<file path="src/verilog/trf_pkg.sv">
// package for the tag request frame parser: register map, flag positions, crc constants
// assumes a classic wishbone master on the same clock as the parser
package trf_pkg;
  // ==========================================
  // register offsets (byte addresses)
  localparam logic [7:0] TRF_OFS_CTRL = 8'h00;
  localparam logic [7:0] TRF_OFS_STATUS = 8'h04;
  localparam logic [7:0] TRF_OFS_FLAGS = 8'h08;
  localparam logic [7:0] TRF_OFS_CMD = 8'h0C;
  localparam logic [7:0] TRF_OFS_UID_LO = 8'h10;
  localparam logic [7:0] TRF_OFS_UID_HI = 8'h14;
  localparam logic [7:0] TRF_OFS_RXLEN = 8'h18;
  localparam logic [7:0] TRF_OFS_RXDATA = 8'h1C;
  localparam logic [7:0] TRF_OFS_TXDATA = 8'h20;
  // ==========================================
  // request flag bit positions (b1 is bit 0)
  localparam int TRF_FB_SUBCAR = 0;
  localparam int TRF_FB_RATE = 1;
  localparam int TRF_FB_INVENTORY = 2;
  localparam int TRF_FB_EXTEND = 3;
  localparam int TRF_FB_SELECT = 4;
  localparam int TRF_FB_ADDRESS = 5;
  localparam int TRF_FB_OPTION = 6;
  localparam int TRF_FB_RESERVED = 7;
  // ==========================================
  // status bit positions
  localparam int TRF_SB_VALID = 0;
  localparam int TRF_SB_CRC_ERR = 1;
  localparam int TRF_SB_FLAG_ERR = 2;
  localparam int TRF_SB_UID_MISS = 3;
  localparam int TRF_SB_LEN_ERR = 4;
  localparam int TRF_SB_TX_BUSY = 5;
  // ==========================================
  // frame check constants
  localparam logic [15:0] TRF_CRC_PRESET = 16'hFFFF;
  localparam logic [15:0] TRF_CRC_POLY = 16'h8408;
  localparam logic [15:0] TRF_CRC_RESIDUE = 16'hF0B8;
  localparam logic [63:0] TRF_UID_RESET = 64'h0000_0000_0000_0000;
  localparam int TRF_UID_BYTES = 8;
  // ==========================================
  // carrier for a received byte from the bit decoder
  typedef struct packed {
    logic sof;
    logic eof;
    logic valid;
    logic [7:0] data;
  } trf_rx_s;
  // decoded reply settings
  typedef struct packed {
    logic two_subcarriers;
    logic high_rate;
    logic single_slot;
    logic option;
  } trf_reply_s;
endpackage : trf_pkg

</file>
<file path="src/verilog/trf_parser.sv">
// tag request frame parser: collects a request, checks crc and flags, gates the reply
// assumes a bit decoder delivering whole bytes lsb-first and a reply serializer downstream
//
// Local design decisions: the placing of the registers and register access over Wishbone.
`timescale 1ns/10ps
module trf_parser
  import trf_pkg::*;
#(
  // largest request kept, check bytes included
  parameter int MAX_BYTES = 32
) (
  input wire logic ref_clk,
  input wire logic rst_b,
  // wishbone slave
  input wire logic wb_cyc_i,
  input wire logic wb_stb_i,
  input wire logic wb_we_i,
  input wire logic [7:0] wb_adr_i,
  input wire logic [3:0] wb_sel_i,
  input wire logic [31:0] wb_dat_i,
  output logic [31:0] wb_dat_o,
  output logic wb_ack_o,
  // received bytes from the bit decoder
  input trf_rx_s rx_i,
  input wire logic rx_bit_frac_i,
  // reply byte stream to the serializer
  output logic tx_valid_o,
  output logic [7:0] tx_data_o,
  output logic tx_last_o,
  input wire logic tx_ready_i,
  output trf_reply_s reply_o
);
  // receive states: idle until the first start, recv while bytes arrive,
  // done holds the verdict until the next start delimiter
  typedef enum logic [1:0] {
    ST_IDLE = 2'b00,
    ST_RECV = 2'b01,
    ST_DONE = 2'b10
  } trf_state_e;

  // ==========================================
  // crc step over one byte, lsb first
  // shared by the receive check and the reply, so both ends agree bit for bit
  function automatic logic [15:0] crc_byte(input logic [15:0] c, input logic [7:0] d);
    logic [15:0] r;
    r = c;
    for (int i = 0; i < 8; i++) begin
      if (r[0] ^ d[i]) begin
        r = (r >> 1) ^ TRF_CRC_POLY;
      end else begin
        r = r >> 1;
      end
    end
    return r;
  endfunction : crc_byte

  // request buffer and its byte count; len_r stops at MAX_BYTES on overflow
  trf_state_e state_r;
  logic [7:0] buf_r [MAX_BYTES];
  logic [5:0] len_r;
  logic [15:0] crc_r;
  logic [15:0] tx_crc_r;
  logic [63:0] uid_r;
  logic [7:0] status_r;
  logic reply_en_r;
  // reply buffer filled by software, streamed with a fresh check value
  logic [7:0] tx_buf_r [MAX_BYTES];
  logic [5:0] tx_len_r;
  logic [5:0] tx_idx_r;
  logic [1:0] tx_phase_r;
  logic tx_go;
  logic [4:0] rd_idx_r;
  logic [7:0] flags;
  logic flags_bad;
  logic uid_hit;
  logic wb_req;

  // the flags byte is always the first byte after the start
  assign flags = buf_r[0];
  // a request counts once; the cycle that shows ack takes nothing new
  assign wb_req = wb_cyc_i & wb_stb_i & ~wb_ack_o;

  // ==========================================
  // flag checks on the buffered request
  // b5 is select outside inventory and family filter inside it;
  // neither is supported, so either meaning silences the tag
  always_comb begin
    flags_bad = flags[TRF_FB_EXTEND] | flags[TRF_FB_RESERVED];
    if (flags[TRF_FB_INVENTORY]) begin
      flags_bad = flags_bad | flags[TRF_FB_SELECT];
    end else begin
      flags_bad = flags_bad | flags[TRF_FB_SELECT];
    end
  end

  // uid sits after flags and command, lowest byte first
  // only read for addressed non-inventory frames, whose bytes 2 to 9 hold it
  always_comb begin
    uid_hit = 1'b1;
    for (int i = 0; i < TRF_UID_BYTES; i++) begin
      if (buf_r[i + 2] != uid_r[i*8 +: 8]) begin
        uid_hit = 1'b0;
      end
    end
  end

  // ==========================================
  // receive state machine
  // a start in any state restarts the frame, so a cut frame never
  // leaks its bytes or its verdict into the next one
  always_ff @(posedge ref_clk) begin
    if (!rst_b) begin
      state_r <= ST_IDLE;
      len_r <= '0;
      crc_r <= TRF_CRC_PRESET;
      status_r <= '0;
    end else begin
      case (state_r)
        ST_IDLE: begin
          if (rx_i.sof) begin
            state_r <= ST_RECV;
            len_r <= '0;
            crc_r <= TRF_CRC_PRESET;
            status_r <= '0;
          end
        end
        ST_RECV: begin
          if (rx_i.sof) begin
            len_r <= '0;
            crc_r <= TRF_CRC_PRESET;
            status_r <= '0;
          end else if (rx_i.eof) begin
            state_r <= ST_DONE;
            // whole frame checked at once, nothing acted on before here
            // an overflowed frame keeps its length error whatever the check says
            if (rx_bit_frac_i || len_r < 6'd4 || status_r[TRF_SB_LEN_ERR]) begin
              status_r[TRF_SB_LEN_ERR] <= 1'b1;
            // the residue test covers data and check bytes in one pass
            end else if (crc_r != TRF_CRC_RESIDUE) begin
              status_r[TRF_SB_CRC_ERR] <= 1'b1;
            end else if (flags_bad) begin
              status_r[TRF_SB_FLAG_ERR] <= 1'b1;
            end else if (!flags[TRF_FB_INVENTORY] && flags[TRF_FB_ADDRESS] && !uid_hit) begin
              status_r[TRF_SB_UID_MISS] <= 1'b1;
            end else begin
              status_r[TRF_SB_VALID] <= 1'b1;
            end
          end else if (rx_i.valid) begin
            // bytes past MAX_BYTES feed the check but are not kept
            if (len_r < 6'(MAX_BYTES)) begin
              len_r <= len_r + 6'd1;
            end else begin
              status_r[TRF_SB_LEN_ERR] <= 1'b1;
            end
            crc_r <= crc_byte(crc_r, rx_i.data);
          end
        end
        // done waits for the next start; a stray end is ignored
        ST_DONE: begin
          if (rx_i.sof) begin
            state_r <= ST_RECV;
            len_r <= '0;
            crc_r <= TRF_CRC_PRESET;
            status_r <= '0;
          end
        end
        default: state_r <= ST_IDLE;
      endcase
    end
  end

  // byte buffer holding the request
  // no reset: contents only count once a valid verdict marks them
  always_ff @(posedge ref_clk) begin
    if (state_r == ST_RECV && rx_i.valid && !rx_i.sof && !rx_i.eof &&
        len_r < 6'(MAX_BYTES)) begin
      buf_r[len_r[4:0]] <= rx_i.data;
    end
  end

  // ==========================================
  // reply settings latched at each end delimiter seen in recv, tracking the last request;
  // they take effect only when a valid verdict lets a reply start
  always_ff @(posedge ref_clk) begin
    if (!rst_b) begin
      reply_o <= '0;
    end else if (state_r == ST_RECV && rx_i.eof) begin
      reply_o.two_subcarriers <= flags[TRF_FB_SUBCAR];
      reply_o.high_rate <= flags[TRF_FB_RATE];
      reply_o.single_slot <= flags[TRF_FB_INVENTORY] & flags[TRF_FB_ADDRESS];
      reply_o.option <= flags[TRF_FB_OPTION];
    end
  end

  // ==========================================
  // register writes: uid, reply buffer, reply start
  // a write lands at the taking edge, one cycle before ack is seen;
  // byte enables matter for the identifier words and CTRL byte 0 only
  always_ff @(posedge ref_clk) begin
    if (!rst_b) begin
      uid_r <= TRF_UID_RESET;
      tx_len_r <= '0;
      reply_en_r <= 1'b0;
    end else begin
      // start request is a one-cycle pulse
      reply_en_r <= 1'b0;
      if (wb_req && wb_we_i) begin
        case (wb_adr_i)
          // bit 0 starts a reply, bits 6:1 give its length in bytes
          TRF_OFS_CTRL: begin
            if (wb_sel_i[0]) begin
              reply_en_r <= wb_dat_i[0];
              tx_len_r <= wb_dat_i[6:1];
            end
          end
          TRF_OFS_UID_LO: begin
            for (int b = 0; b < 4; b++) begin
              if (wb_sel_i[b]) uid_r[b*8 +: 8] <= wb_dat_i[b*8 +: 8];
            end
          end
          TRF_OFS_UID_HI: begin
            for (int b = 0; b < 4; b++) begin
              if (wb_sel_i[b]) uid_r[32 + b*8 +: 8] <= wb_dat_i[b*8 +: 8];
            end
          end
          default: begin
          end
        endcase
      end
    end
  end

  // reply byte buffer written through a window with an auto index
  // reading RXDATA moves the same index, so software writes CTRL
  // first to rewind it before filling the reply buffer
  always_ff @(posedge ref_clk) begin
    if (!rst_b) begin
      rd_idx_r <= '0;
    end else if (wb_req && wb_adr_i == TRF_OFS_CTRL && wb_we_i) begin
      rd_idx_r <= '0;
    end else if (wb_req && (wb_adr_i == TRF_OFS_TXDATA || wb_adr_i == TRF_OFS_RXDATA)) begin
      if (wb_we_i && wb_adr_i == TRF_OFS_TXDATA) begin
        tx_buf_r[rd_idx_r] <= wb_dat_i[7:0];
      end
      rd_idx_r <= rd_idx_r + 5'd1;
    end
  end

  // ==========================================
  // reply serializer: buffer bytes, then inverted crc low byte first
  // phase 0 idle, 1 buffer bytes, 2 check low byte, 3 check high byte;
  // a start without a valid verdict is dropped, so nothing modulates
  assign tx_go = reply_en_r && state_r == ST_DONE && status_r[TRF_SB_VALID] &&
                 tx_len_r != 6'd0;
  always_ff @(posedge ref_clk) begin
    if (!rst_b) begin
      tx_phase_r <= 2'd0;
      tx_idx_r <= '0;
      tx_crc_r <= TRF_CRC_PRESET;
    end else begin
      case (tx_phase_r)
        2'd0: begin
          if (tx_go) begin
            tx_phase_r <= 2'd1;
            tx_idx_r <= '0;
            tx_crc_r <= TRF_CRC_PRESET;
          end
        end
        2'd1: begin
          if (tx_ready_i) begin
            tx_crc_r <= crc_byte(tx_crc_r, tx_buf_r[tx_idx_r[4:0]]);
            tx_idx_r <= tx_idx_r + 6'd1;
            // after the last buffer byte the check bytes follow
            if (tx_idx_r + 6'd1 == tx_len_r) tx_phase_r <= 2'd2;
          end
        end
        2'd2: if (tx_ready_i) tx_phase_r <= 2'd3;
        // high check byte carries last; idle follows once it is taken
        default: if (tx_ready_i) tx_phase_r <= 2'd0;
      endcase
    end
  end

  // reply stream outputs
  // phase and index only move on ready, so a stalled byte stands unchanged
  always_comb begin
    tx_valid_o = tx_phase_r != 2'd0;
    tx_last_o = tx_phase_r == 2'd3;
    case (tx_phase_r)
      2'd1: tx_data_o = tx_buf_r[tx_idx_r[4:0]];
      2'd2: tx_data_o = ~tx_crc_r[7:0];
      2'd3: tx_data_o = ~tx_crc_r[15:8];
      default: tx_data_o = 8'h00;
    endcase
  end

  // ==========================================
  // wishbone read mux and single-cycle ack
  // ack follows the taken request by one cycle and lasts one cycle;
  // read data stands only beside ack and is zero otherwise
  always_ff @(posedge ref_clk) begin
    if (!rst_b) begin
      wb_ack_o <= 1'b0;
      wb_dat_o <= '0;
    end else begin
      wb_ack_o <= wb_req;
      wb_dat_o <= '0;
      if (wb_req && !wb_we_i) begin
        case (wb_adr_i)
          TRF_OFS_STATUS: wb_dat_o <= {24'h0000_00, 2'b00, tx_phase_r != 2'd0, status_r[4:0]};
          TRF_OFS_FLAGS: wb_dat_o <= {24'h0000_00, flags};
          TRF_OFS_CMD: wb_dat_o <= {24'h0000_00, buf_r[1]};
          TRF_OFS_UID_LO: wb_dat_o <= uid_r[31:0];
          TRF_OFS_UID_HI: wb_dat_o <= uid_r[63:32];
          TRF_OFS_RXLEN: wb_dat_o <= {26'h000_0000, len_r};
          TRF_OFS_RXDATA: wb_dat_o <= {24'h0000_00, buf_r[rd_idx_r]};
          default: wb_dat_o <= '0;
        endcase
      end
    end
  end
endmodule : trf_parser

</file>
<file path="config.mk">
export PLATFORM = sky130hd
export DESIGN_NAME = trf_parser
export DESIGN_NICKNAME = d
export VERILOG_FILES = /design/src/verilog/trf_pkg.sv /design/src/verilog/trf_parser.sv
export SDC_FILE = /design/constraint.sdc
export NUM_CORES = 1
export LEC_CHECK = 0
export ABC_CLOCK_PERIOD_IN_PS = 2900
export BUFFER_PORTS_ARGS = -buffer_cell sky130_fd_sc_hd__buf_2
export CORE_ASPECT_RATIO = 1.2
export CORE_MARGIN = 8
export CORE_UTILIZATION = 53
export DETAILED_ROUTE_END_ITERATION = 7
export PLACE_DENSITY = 0.7
export SYNTH_ARGS = -nofsm -noshare
export SYNTH_HDL_FRONTEND = slang
export SYNTH_SLANG_ARGS = --single-unit
</file>
<file path="constraint.sdc">
create_clock -name ref_clk -period 2.9 [get_ports ref_clk]
set_clock_uncertainty 0.1 [all_clocks]
set_input_delay 0.435 -clock ref_clk [delete_from_list [all_inputs] [get_ports ref_clk]]
set_output_delay 0.435 -clock ref_clk [all_outputs]
set_load 0.005 [all_outputs]
</file>
======== After elaboration in Yosys (flattened, before gate mapping) ========
Memory sizes are Yosys's and may differ from the RTL's. A register that Yosys moved wholly into a read port is not among the register bits.
Cells that the tools add are included.
storage, ports and cells
  memory bits (writable) .................. 512
  flip-flop bits (word level) ............. 166
  word-level logic and storage cells ...... 312
  input bits .............................. 62
  memories ................................ 2
cells by class
  order comparisons ....................... 2
  eq/ne operators ......................... 44
  bitwise gates (word level) .............. 41
  multiplexer cells ....................... 137
  reductions and logical operators ........ 55
  $add $sub $neg .......................... 3
memory list
  name      depth  bits a word  rd ports  clocked after memory_dff  write ports  RTL line          RTL
  buf_r     32     8            11        1                         1            trf_parser.sv:59  logic [7:0] buf_r [MAX_BYTES];
  tx_buf_r  32     8            1         1                         1            trf_parser.sv:67  logic [7:0] tx_buf_r [MAX_BYTES];
operator list
  operator                                              number
  two-way mux 16 bit                                    78
  one-hot mux 32 bit (7 select lines)                   1
  != test 8 bit                                         8
  one-hot mux 16 bit (2 select lines)                   2
  inverter 2 -> 3 bit                                   16
  two-way mux 6 bit                                     7
  AND reduction 3 bit                                   11
  equality test 8 x 5 -> 1 bit (second input constant)  4
  two-way mux 5 bit                                     6
  != test 3 bit (second input constant)                 10
  two-way mux 1 bit                                     26
  one-hot mux 6 bit (2 select lines)                    2
  one-hot mux 8 bit (3 select lines)                    1
  AND reduction 5 bit                                   4
  two-way mux 2 bit                                     9
  equality test 8 x 4 -> 1 bit (second input constant)  2
  logical AND 1 bit                                     16
  != test 16 bit (second input constant)                1
  inverter 8 bit                                        2
  XOR 1 bit                                             16
  AND reduction 7 bit                                   2
  adder 6 x 1 -> 6 bit (second input constant)          2
  != test 2 bit (second input constant)                 6
  != test 4 bit (second input constant)                 3
  other kinds (27)                                      47

======== Longest topological paths before layout ========
Gate-level depths: netlist (run 1).
  word-level depth ........................ 55
  depth in mapped cells ................... 11
  gate-level depth less buffers ........... 8

======== Worst setup path before layout (run 1) ========
OpenSTA, ideal clock, no wires.
  path type ............................... register to output
  start point ............................. register with a tool-made name
  end point ............................... output port tx_data_o[7]
  path slack .............................. 0.246 ns
  path buffers ............................ 2
  cell stages (with the launch flop) ...... 10
  data required time ...................... 2.365 ns
  data arrival time ....................... 2.119 ns
  path through ............................ dfxtp_1 -> buf_6 -> buf_2 -> mux4_2 -> o211ai_1 -> o21ai_0 -> o22ai_1 -> inv_1 -> a222oi_1 -> nor2_1
RTL lines
  item       RTL line          RTL
  to (decl)  trf_parser.sv:28  output logic [7:0] tx_data_o,

==> impl_summary.txt, run 1 <==
----------------------------------------------------
[Timing]
  Least-Margin Pin Slew ... about 1200 ps
  Count of pins over their slew limit ... 0
  Worst hold slack after final layout ... ~78 ps
  Max Clk Rate ... approximately 0.30 GHz
  Count of endpoints failing setup in the final report ... 9
  Period utilization ... 1.16
  Post-route worst setup slack ... -475 ps
  Max-slew headroom at the worst pin ... 0.230
  Number of endpoints with negative hold slack in the final report ... 0
  Unrepaired setup endpoints after global routing ... yes
  Min Clock Period, post-route ... 3370 ps

[Placement]
  Count of input and output buffers ... 108
  Dpl cells ... 2,714
  Post-detail-place hpwl ... ~50 mm
  Weighted congestion reported at the end of routability-driven placement ... slightly below 0.9

[Synth]
  Area fraction in compound gates after synthesis ... 0.0472
  Post-synthesis adder-cell area fraction ... 0.00615
  Multiplexer fraction of the synthesized cell area ... 0.150
  Distinct cell type count of the synthesized netlist ... 67
  Yosys Warn Count ... 0
  Synthesis-stage register bit count ... ~690
  Fraction of synthesized cell area in xor and xnor cells ... 0.0468
  Syn Std Cell Area ... between 20,000 and 30,000 µm²
  Area share of and/or/nand/nor cells after synthesis ... 0.0657
  EDFF count, synth ... roughly 500
  Async S/R FF share, synth ... 0
  Count of mapped cells out of synthesis ... roughly 1.8k
  Portion of the post-synthesis area used by sequential elements ... 0.663
  Combinational family with the most area after synthesis ... multiplexers
  Mapped Nets ... roughly 1.9k
  Synthesized area per cell ... ~16 µm²
  Top FF cell, synth ... sky130_fd_sc_hd__edfxtp_1

[Clock tree]
  Clock transition at path regs ... 60 ps
  Clock sink count ... around 690
  Clk Latency, worst-skew pair ... slightly above 600 ps
  Maximum number of buffers from clock root to sink ... 3
  Total clock buffers created by CTS ... 68
  Count of H-tree levels built during CTS ... 3
  TritonCTS clock tree ... done
  Clock Root Buffer ... sky130_fd_sc_hd__clkbuf_16

[Critical path]
  Cell class contributing the biggest share of worst-path delay ... compound AO/OA/AOI/OAI gates
  Data arrival at the endpoint of the critical path ... 2840 ps
  Max FO, Critical Path ... 13
  Crit-path slowest cell ... sky130_fd_sc_hd__mux4_1
  Worst-path cell chain ... buf_8 -> mux4_1 -> o21ai_0 -> a31oi_4 -> a21oi_2 -> nor2_1 -> buf_2
  Critical path endpoint category ... output pin
  Internal reg-to-reg setup slack ... -70 ps
  Buffers and inverters on the worst path ... 2
  Reg2Reg Depth ... 11
  Maximum single-stage delay on the critical path ... 600 ps
  End of the worst register-to-register path ... tx_crc_r[7]$_SDFFE_PN1P_
  Type of origin of the critical path ... register
  Required time at the worst-slack endpoint ... 2370 ps
  Start-to-end type of the worst setup path ... register to output pin

[Global routing]
  All-Layer GR Usage ... 0.238
  Largest net degree at the start of global routing ... between 70 and 80
  Global-route wire length before repair ... approximately 110 mm
  Number of antenna violations at the first check in global routing ... 4
  Via count of the first global-routing pass ... between 15k and 20k
  Global-route congestion overflow total ... 0

[Outcome]
  Failing checks ... setup timing
  Run status ... finished, violations left

[Floorplan]
  Initial standard-cell utilization of the core ... 0.533
  Full die area ... roughly 61,000 µm²
  Ports ... around 110
  Core area ... approximately 53,000 µm²
  Die height ... approximately 270 µm
  Floorplan die width ... 228 µm
  Row count ... between 90 and 100

[Pwr]
  Max VDD drop ... just under 600 µV
  Leakage component of the power ... 11.7 nW
  Power density cells ... slightly below 600 nW/µm²

[Finish]
  Register cell area after layout ... about 19,000 µm²
  Diodes inserted ... 0
  Commonest cells after routing, fill and taps aside ... sky130_fd_sc_hd__edfxtp_1 (512), sky130_fd_sc_hd__nor2_1 (223), sky130_fd_sc_hd__dfxtp_1 (171), sky130_fd_sc_hd__buf_4 (165), sky130_fd_sc_hd__mux4_2 (128)
  Final Instance Count excl. Fillers ... approximately 2.9k
  Combined area of the multi-input logic cells ... around 9300 µm²
  Post-Route Utilization ... 0.635
  Count of nets after finishing ... 2,199
  Layout cells sized above 1 ... 0.278
  Layout overhead on the synthesized area ... 19.1%
  Fillers ... between 3k and 4k
  Most common library cell in the layout ignoring fill and taps ... sky130_fd_sc_hd__edfxtp_1

[Routing]
  Remaining antenna violation count after routing ... 0
  Violation count after the first detailed-route iteration ... 1,630
  Via count normalized by instance count ... between 5 and 6
  Total length of routed wires ... roughly 73 mm
  Average routed wire per standard cell ... approximately 25 µm
  Drt drc ... 0
  First drt pass iteration count ... 7
  Routed vias ... 17.2k

[Hold path]
  Hold Crit Endpoint ... buf_r[17][0]$_DFFE_PP_
  Path category of the worst min-delay check ... input pin to register
  Number of cells on the worst hold path ... 1
  Hold Path Origin ... rx_i[0]

[Run]
  Max-cap violation count ... 0

----------------------------------------------------
[Yosys cell counts (all sizes together), types with 5 or more instances]
cell type | n | area share
and2 | 9 | 0.0020
nor3 | 11 | 0.0019
a221oi | 11 | 0.0036
buf | 34 | 0.0096
ha | 14 | 0.0061
nor2 | 226 | 0.030
o22a | 5 | 0.0015
dfxtp | 176 | 0.12
clkbuf | 54 | 0.0071
mux4 | 133 | 0.11
nand2 | 66 | 0.0087
nor2b | 10 | 0.0022
a31oi | 11 | 0.0026
nand2b | 5 | 0.0011
and3 | 11 | 0.0024
nand3b | 9 | 0.0024
o211ai | 6 | 0.0016
nor4 | 7 | 0.0015
xor2 | 22 | 0.0073
o21ai | 29 | 0.0051
a21oi | 40 | 0.0070
nand3 | 29 | 0.0051
a22oi | 36 | 0.0095
nand4 | 22 | 0.0048
a222oi | 9 | 0.0032
edfxtp | 512 | 0.54
or3 | 5 | 0.0013
xnor3 | 12 | 0.0095
inv | 24 | 0.0032
a211oi | 5 | 0.0015
mux2i | 116 | 0.041
xnor2 | 96 | 0.030
o22ai | 22 | 0.0058
mux2 | 9 | 0.0036
[cells by family (layout without fill, tap and decap cells)]
family	Yosys count	in the layout
compound gates	194	194
xor+xnor	130	130
fa+ha+maj	14	14
buf+inv	116	477
flops	688	688
mux	258	258
simple gates	418	418
[layer usage]
metal	vias up	wire length, µm	track usage	part of all wire
li1	7612	-	-	-
met5	-	0	0	0
met3	154	4790	0.0421	0.065
met2	689	37600	0.412	0.51
met4	0	2750	0.0906	0.038
met1	8784	28000	0.292	0.38
[where the power goes]
part / internal, mW / switching, mW / leakage (nW)
Sequential: 10.6 / 0.0200 / 6.03
Clock: 5.22 / 3.80 / 1.13
Combinational: 0.140 / 0.296 / 4.51
Total: 15.9 / 4.12 / 11.7
[state kept, by name, indices dropped and copies added (netlist names), named ones only]
register and cells:
buf_r 256, status_r 5, uid_r 64, reply_o 4, len_r 6, reply_en_r 1, tx_idx_r 6, crc_r 16
wb_ack_o 1, tx_len_r 6, state_r 2, rd_idx_r 5, wb_dat_o 32, tx_buf_r 256, tx_crc_r 16, tx_phase_r 2
[worst register-to-register path, stage by stage, from the launching register on]
cell                       delay, ps
sky130_fd_sc_hd__dfxtp_4         410
sky130_fd_sc_hd__buf_12          170
sky130_fd_sc_hd__buf_6           140
sky130_fd_sc_hd__mux2i_4         200
sky130_fd_sc_hd__a221oi_2        440
sky130_fd_sc_hd__a221oi_4        120
sky130_fd_sc_hd__buf_4           170
sky130_fd_sc_hd__o32a_4          250
sky130_fd_sc_hd__buf_4           160
sky130_fd_sc_hd__xnor2_2         220
sky130_fd_sc_hd__xnor3_1         360
sky130_fd_sc_hd__a21oi_1         160
[final cells by class]
cell class | count | area share
clock inverter | 45 | 0.0125
clock buffer | 81 | 0.0554
inverter | 28 | 0.00321
multi-input combinational | 1014 | 0.273
sequential | 688 | 0.558
tap | 712 | 0.0263
timing repair buffer | 323 | 0.0721
[stage by stage]
step	setup slack, ps	area [µm²]	total power [mW]	TNS [ps]
after CTS	-490	33600	20.2	-3740
after floorplan	246	28500	10.9	0
final	-475	33900	20.0	-3320
after global placement	-22.1	30800	11.2	-22.1
after detailed placement	-69.6	30800	11.2	-107
after global routing	-604	33900	20.5	-4360
[repair_timing]
item | CTS | global route
pin swaps | 7 | 13
setup buffers | 7 | 15
hold buffers | 27 | 0
resized for setup | 33 | 46
gates cloned | 1 | 1
endpoints found under the setup margin | 13 | 20
hold endpoints to repair | 46 | 0
[worst max-delay path by stage]
| stage | depth (start not counted) | end | slack, ps |
|---|---|---|---|
| floorplan | 9 | tx_data_o[7] | 250 |
| global placement | 9 | tx_data_o[7] | -20 |
| detailed placement | 8 | tx_crc_r[8]$_SDFFE_PN1P_ | -70 |
| CTS | 9 | tx_data_o[7] | -490 |
| global route | 9 | tx_data_o[7] | -600 |
| finish | 7 | tx_data_o[0] | -470 |
(Power assumes the default switching activity.)
==> run 2: changes to the inputs <==
--- a/config.mk
+++ b/config.mk
@@ -11,7 +11,9 @@
 export CORE_MARGIN = 8
 export CORE_UTILIZATION = 53
 export DETAILED_ROUTE_END_ITERATION = 7
+export MAX_ROUTING_LAYER = met4
 export PLACE_DENSITY = 0.7
+export RECOVER_POWER = 25
 export SYNTH_ARGS = -nofsm -noshare
 export SYNTH_HDL_FRONTEND = slang
 export SYNTH_SLANG_ARGS = --single-unit
==> impl_summary.txt, run 2 (same netlist as run 1, synthesis figures left out) <==
----------------------------------------------------
[Routing]
  Violation count after the first detailed-route iteration ... 1,725
  Remaining antenna violation count after routing ... 0
  Average routed wire per standard cell ... between 20 and 30 µm
  Via count normalized by instance count ... approximately 6
  First drt pass iteration count ... 6
  Drt drc ... 0
  Routed vias ... 17.2k
  Total length of routed wires ... 73.8 mm

[Floorplan]
  Core area ... 53,400 µm²
  Full die area ... ~61,000 µm²
  Die height ... 270 µm
  Row count ... 93
  Ports ... roughly 110
  Floorplan die width ... between 200 and 250 µm
  Initial standard-cell utilization of the core ... 0.533

[Timing]
  Unrepaired setup endpoints after global routing ... yes
  Count of pins over their slew limit ... around 270
  Min Clock Period, post-route ... 3350 ps
  Final sum of negative setup slack ... -3280 ps
  Max Clk Rate ... about 0.30 GHz
  Max-slew headroom at the worst pin ... -0.194
  Count of endpoints failing setup in the final report ... 9
  Period utilization ... 1.15
  Post-route worst setup slack ... -446 ps
  Number of endpoints with negative hold slack in the final report ... 0
  Least-Margin Pin Slew ... ~1800 ps

[Finish]
  Most common library cell in the layout ignoring fill and taps ... sky130_fd_sc_hd__edfxtp_1
  Layout cells sized above 1 ... 0.274
  Post-route cell area ... between 30,000 and 40,000 µm²
  Commonest cells after routing, fill and taps aside ... sky130_fd_sc_hd__edfxtp_1 (512), sky130_fd_sc_hd__nor2_1 (223), sky130_fd_sc_hd__dfxtp_1 (171), sky130_fd_sc_hd__buf_4 (155), sky130_fd_sc_hd__mux4_2 (131)
  Layout overhead on the synthesized area ... 19.3%
  Final Instance Count excl. Fillers ... about 2.9k
  Count of nets after finishing ... approximately 2.2k

[Run]
  Max-cap violation count ... 9

[Global routing]
  Global-route congestion overflow total ... 0
  Via count of the first global-routing pass ... 17.7k
  Largest net degree at the start of global routing ... 46
  Number of antenna violations at the first check in global routing ... 5
  Global-route wire length before repair ... around 110 mm
  All-Layer GR Usage ... 0.247

[Clock tree]
  Clock sink count ... a little under 700
  Clk Latency, worst-skew pair ... 610 ps
  Count of H-tree levels built during CTS ... 3
  TritonCTS clock tree ... done
  Maximum number of buffers from clock root to sink ... 3
  Total clock buffers created by CTS ... slightly below 70
  Clock transition at path regs ... roughly 60 ps
  Clock Root Buffer ... sky130_fd_sc_hd__clkbuf_16

[Placement]
  Weighted congestion reported at the end of routability-driven placement ... 0.915
  Dpl cells ... about 2.7k
  Cell area reported after detailed placement ... approximately 30,000 µm²
  Count of input and output buffers ... around 110
  Post-detail-place hpwl ... around 51 mm
  Worst setup timing slack at the placement stage ... -71.4 ps

[Critical path]
  Type of origin of the critical path ... register
  End of the worst register-to-register path ... tx_crc_r[13]$_SDFFE_PN1P_
  Reg2Reg Depth ... 15
  Internal reg-to-reg setup slack ... -180 ps
  Data arrival at the endpoint of the critical path ... 2810 ps
  Critical path endpoint category ... output pin
  Max FO, Critical Path ... 5
  Required time at the worst-slack endpoint ... 2370 ps
  Start-to-end type of the worst setup path ... register to output pin

[Hold path]
  Number of cells on the worst hold path ... 3
  Hold Crit Endpoint ... status_r[2]$_SDFFE_PN0P_
  Hold Path Origin ... rx_i[9]
  Path category of the worst min-delay check ... input pin to register

[Pwr]
  Power density cells ... 589 nW/µm²
  Cell-internal power ... around 16 mW
  Total power after layout ... 20.0 mW
  Leakage component of the power ... around 12 nW
  Clock network fraction of total power ... 0.449
  Switching power ... around 4 mW
  Max VDD drop ... between 600 and 700 µV
  Switching part of the total ... 0.200
  Fraction of power consumed by combinational cells ... 0.021
  Share of power burned in registers ... 0.530

[Outcome]
  Run status ... finished, violations left
  Failing checks ... capacitance limit, slew limit, setup timing

----------------------------------------------------
run 2: cell count changes in the layout (fill, tap and decap cells not counted), sizes merged:
cell | before | now
buf | 295 | 276
bufinv | 6 | 7
clkbuf | 82 | 109
clkinv | 32 | 24
clkinvlp | 5 | 4
diode | 0 | 1
dlygate4sd3 | 27 | 26
run 2: area by class of cell:
type,count,area (µm²)
fill,3732,19400
sequential,688,18900
multi-input combinational,1014,9340
timing repair buffer,322,2430
clock buffer,89,1910
tap,712,891
clock inverter,37,390
inverter,28,111
antenna,1,2.50
run 2: per-layer routing:
| layer | up-vias | part of all wire | GRT usage |
|---|---|---|---|
| met2 | 677 | 0.52 | 0.417 |
| li1 | 7611 | - | - |
| met3 | 141 | 0.064 | 0.0388 |
| met5 | - | 0 | - |
| met4 | 0 | 0.032 | 0.0928 |
| met1 | 8769 | 0.38 | 0.296 |
run 2: critical path: stages, from the launching register on:
cell and delay, ps:
sky130_fd_sc_hd__dfxtp_4 430, sky130_fd_sc_hd__buf_12 130, sky130_fd_sc_hd__buf_16 110, sky130_fd_sc_hd__mux4_2 510
sky130_fd_sc_hd__a22o_1 230, sky130_fd_sc_hd__o21ai_1 150, sky130_fd_sc_hd__buf_4 160, sky130_fd_sc_hd__and2_4 150
sky130_fd_sc_hd__nor2b_1 40, sky130_fd_sc_hd__o21a_1 170, sky130_fd_sc_hd__buf_2 130
run 2: through the flow:
stage	hold WS (ps)	util
floorplan	338	-
global placement	368	0.577
detailed placement	384	0.577
CTS	63.0	0.631
global route	111	0.636
finish	97.1	0.636
run 2: worst max-delay path by stage:
stage / slack [ps] / endpoint / start / depth (start not counted)
floorplan: 250 / tx_data_o[7] / register / 9
global placement: -40 / tx_data_o[7] / register / 9
detailed placement: -70 / tx_crc_r[3]$_SDFFE_PN1P_ / register / 8
finish: -450 / tx_data_o[3] / register / 10
CTS: -480 / tx_data_o[4] / register / 11
global route: -540 / tx_data_o[5] / register / 11
run 2: power groups by stage:
stage / combinational [mW] / sequential (mW) / clock, mW
after CTS: 0.431 / 10.6 / 9.10
after global routing: 0.456 / 10.6 / 9.46
after detailed placement: 0.401 / 10.8 / 0
after floorplan: 0.149 / 10.8 / 0
after global placement: 0.387 / 10.8 / 0
final: 0.425 / 10.6 / 8.99
run 2: timing repair:
item	in CTS	in global routing
pin swaps	14	20
gates cloned	2	1
setup endpoints to repair	13	17
endpoints found under the hold margin	49	0
buffers inserted	18	9
resized for setup	38	60
hold buffers	26	0
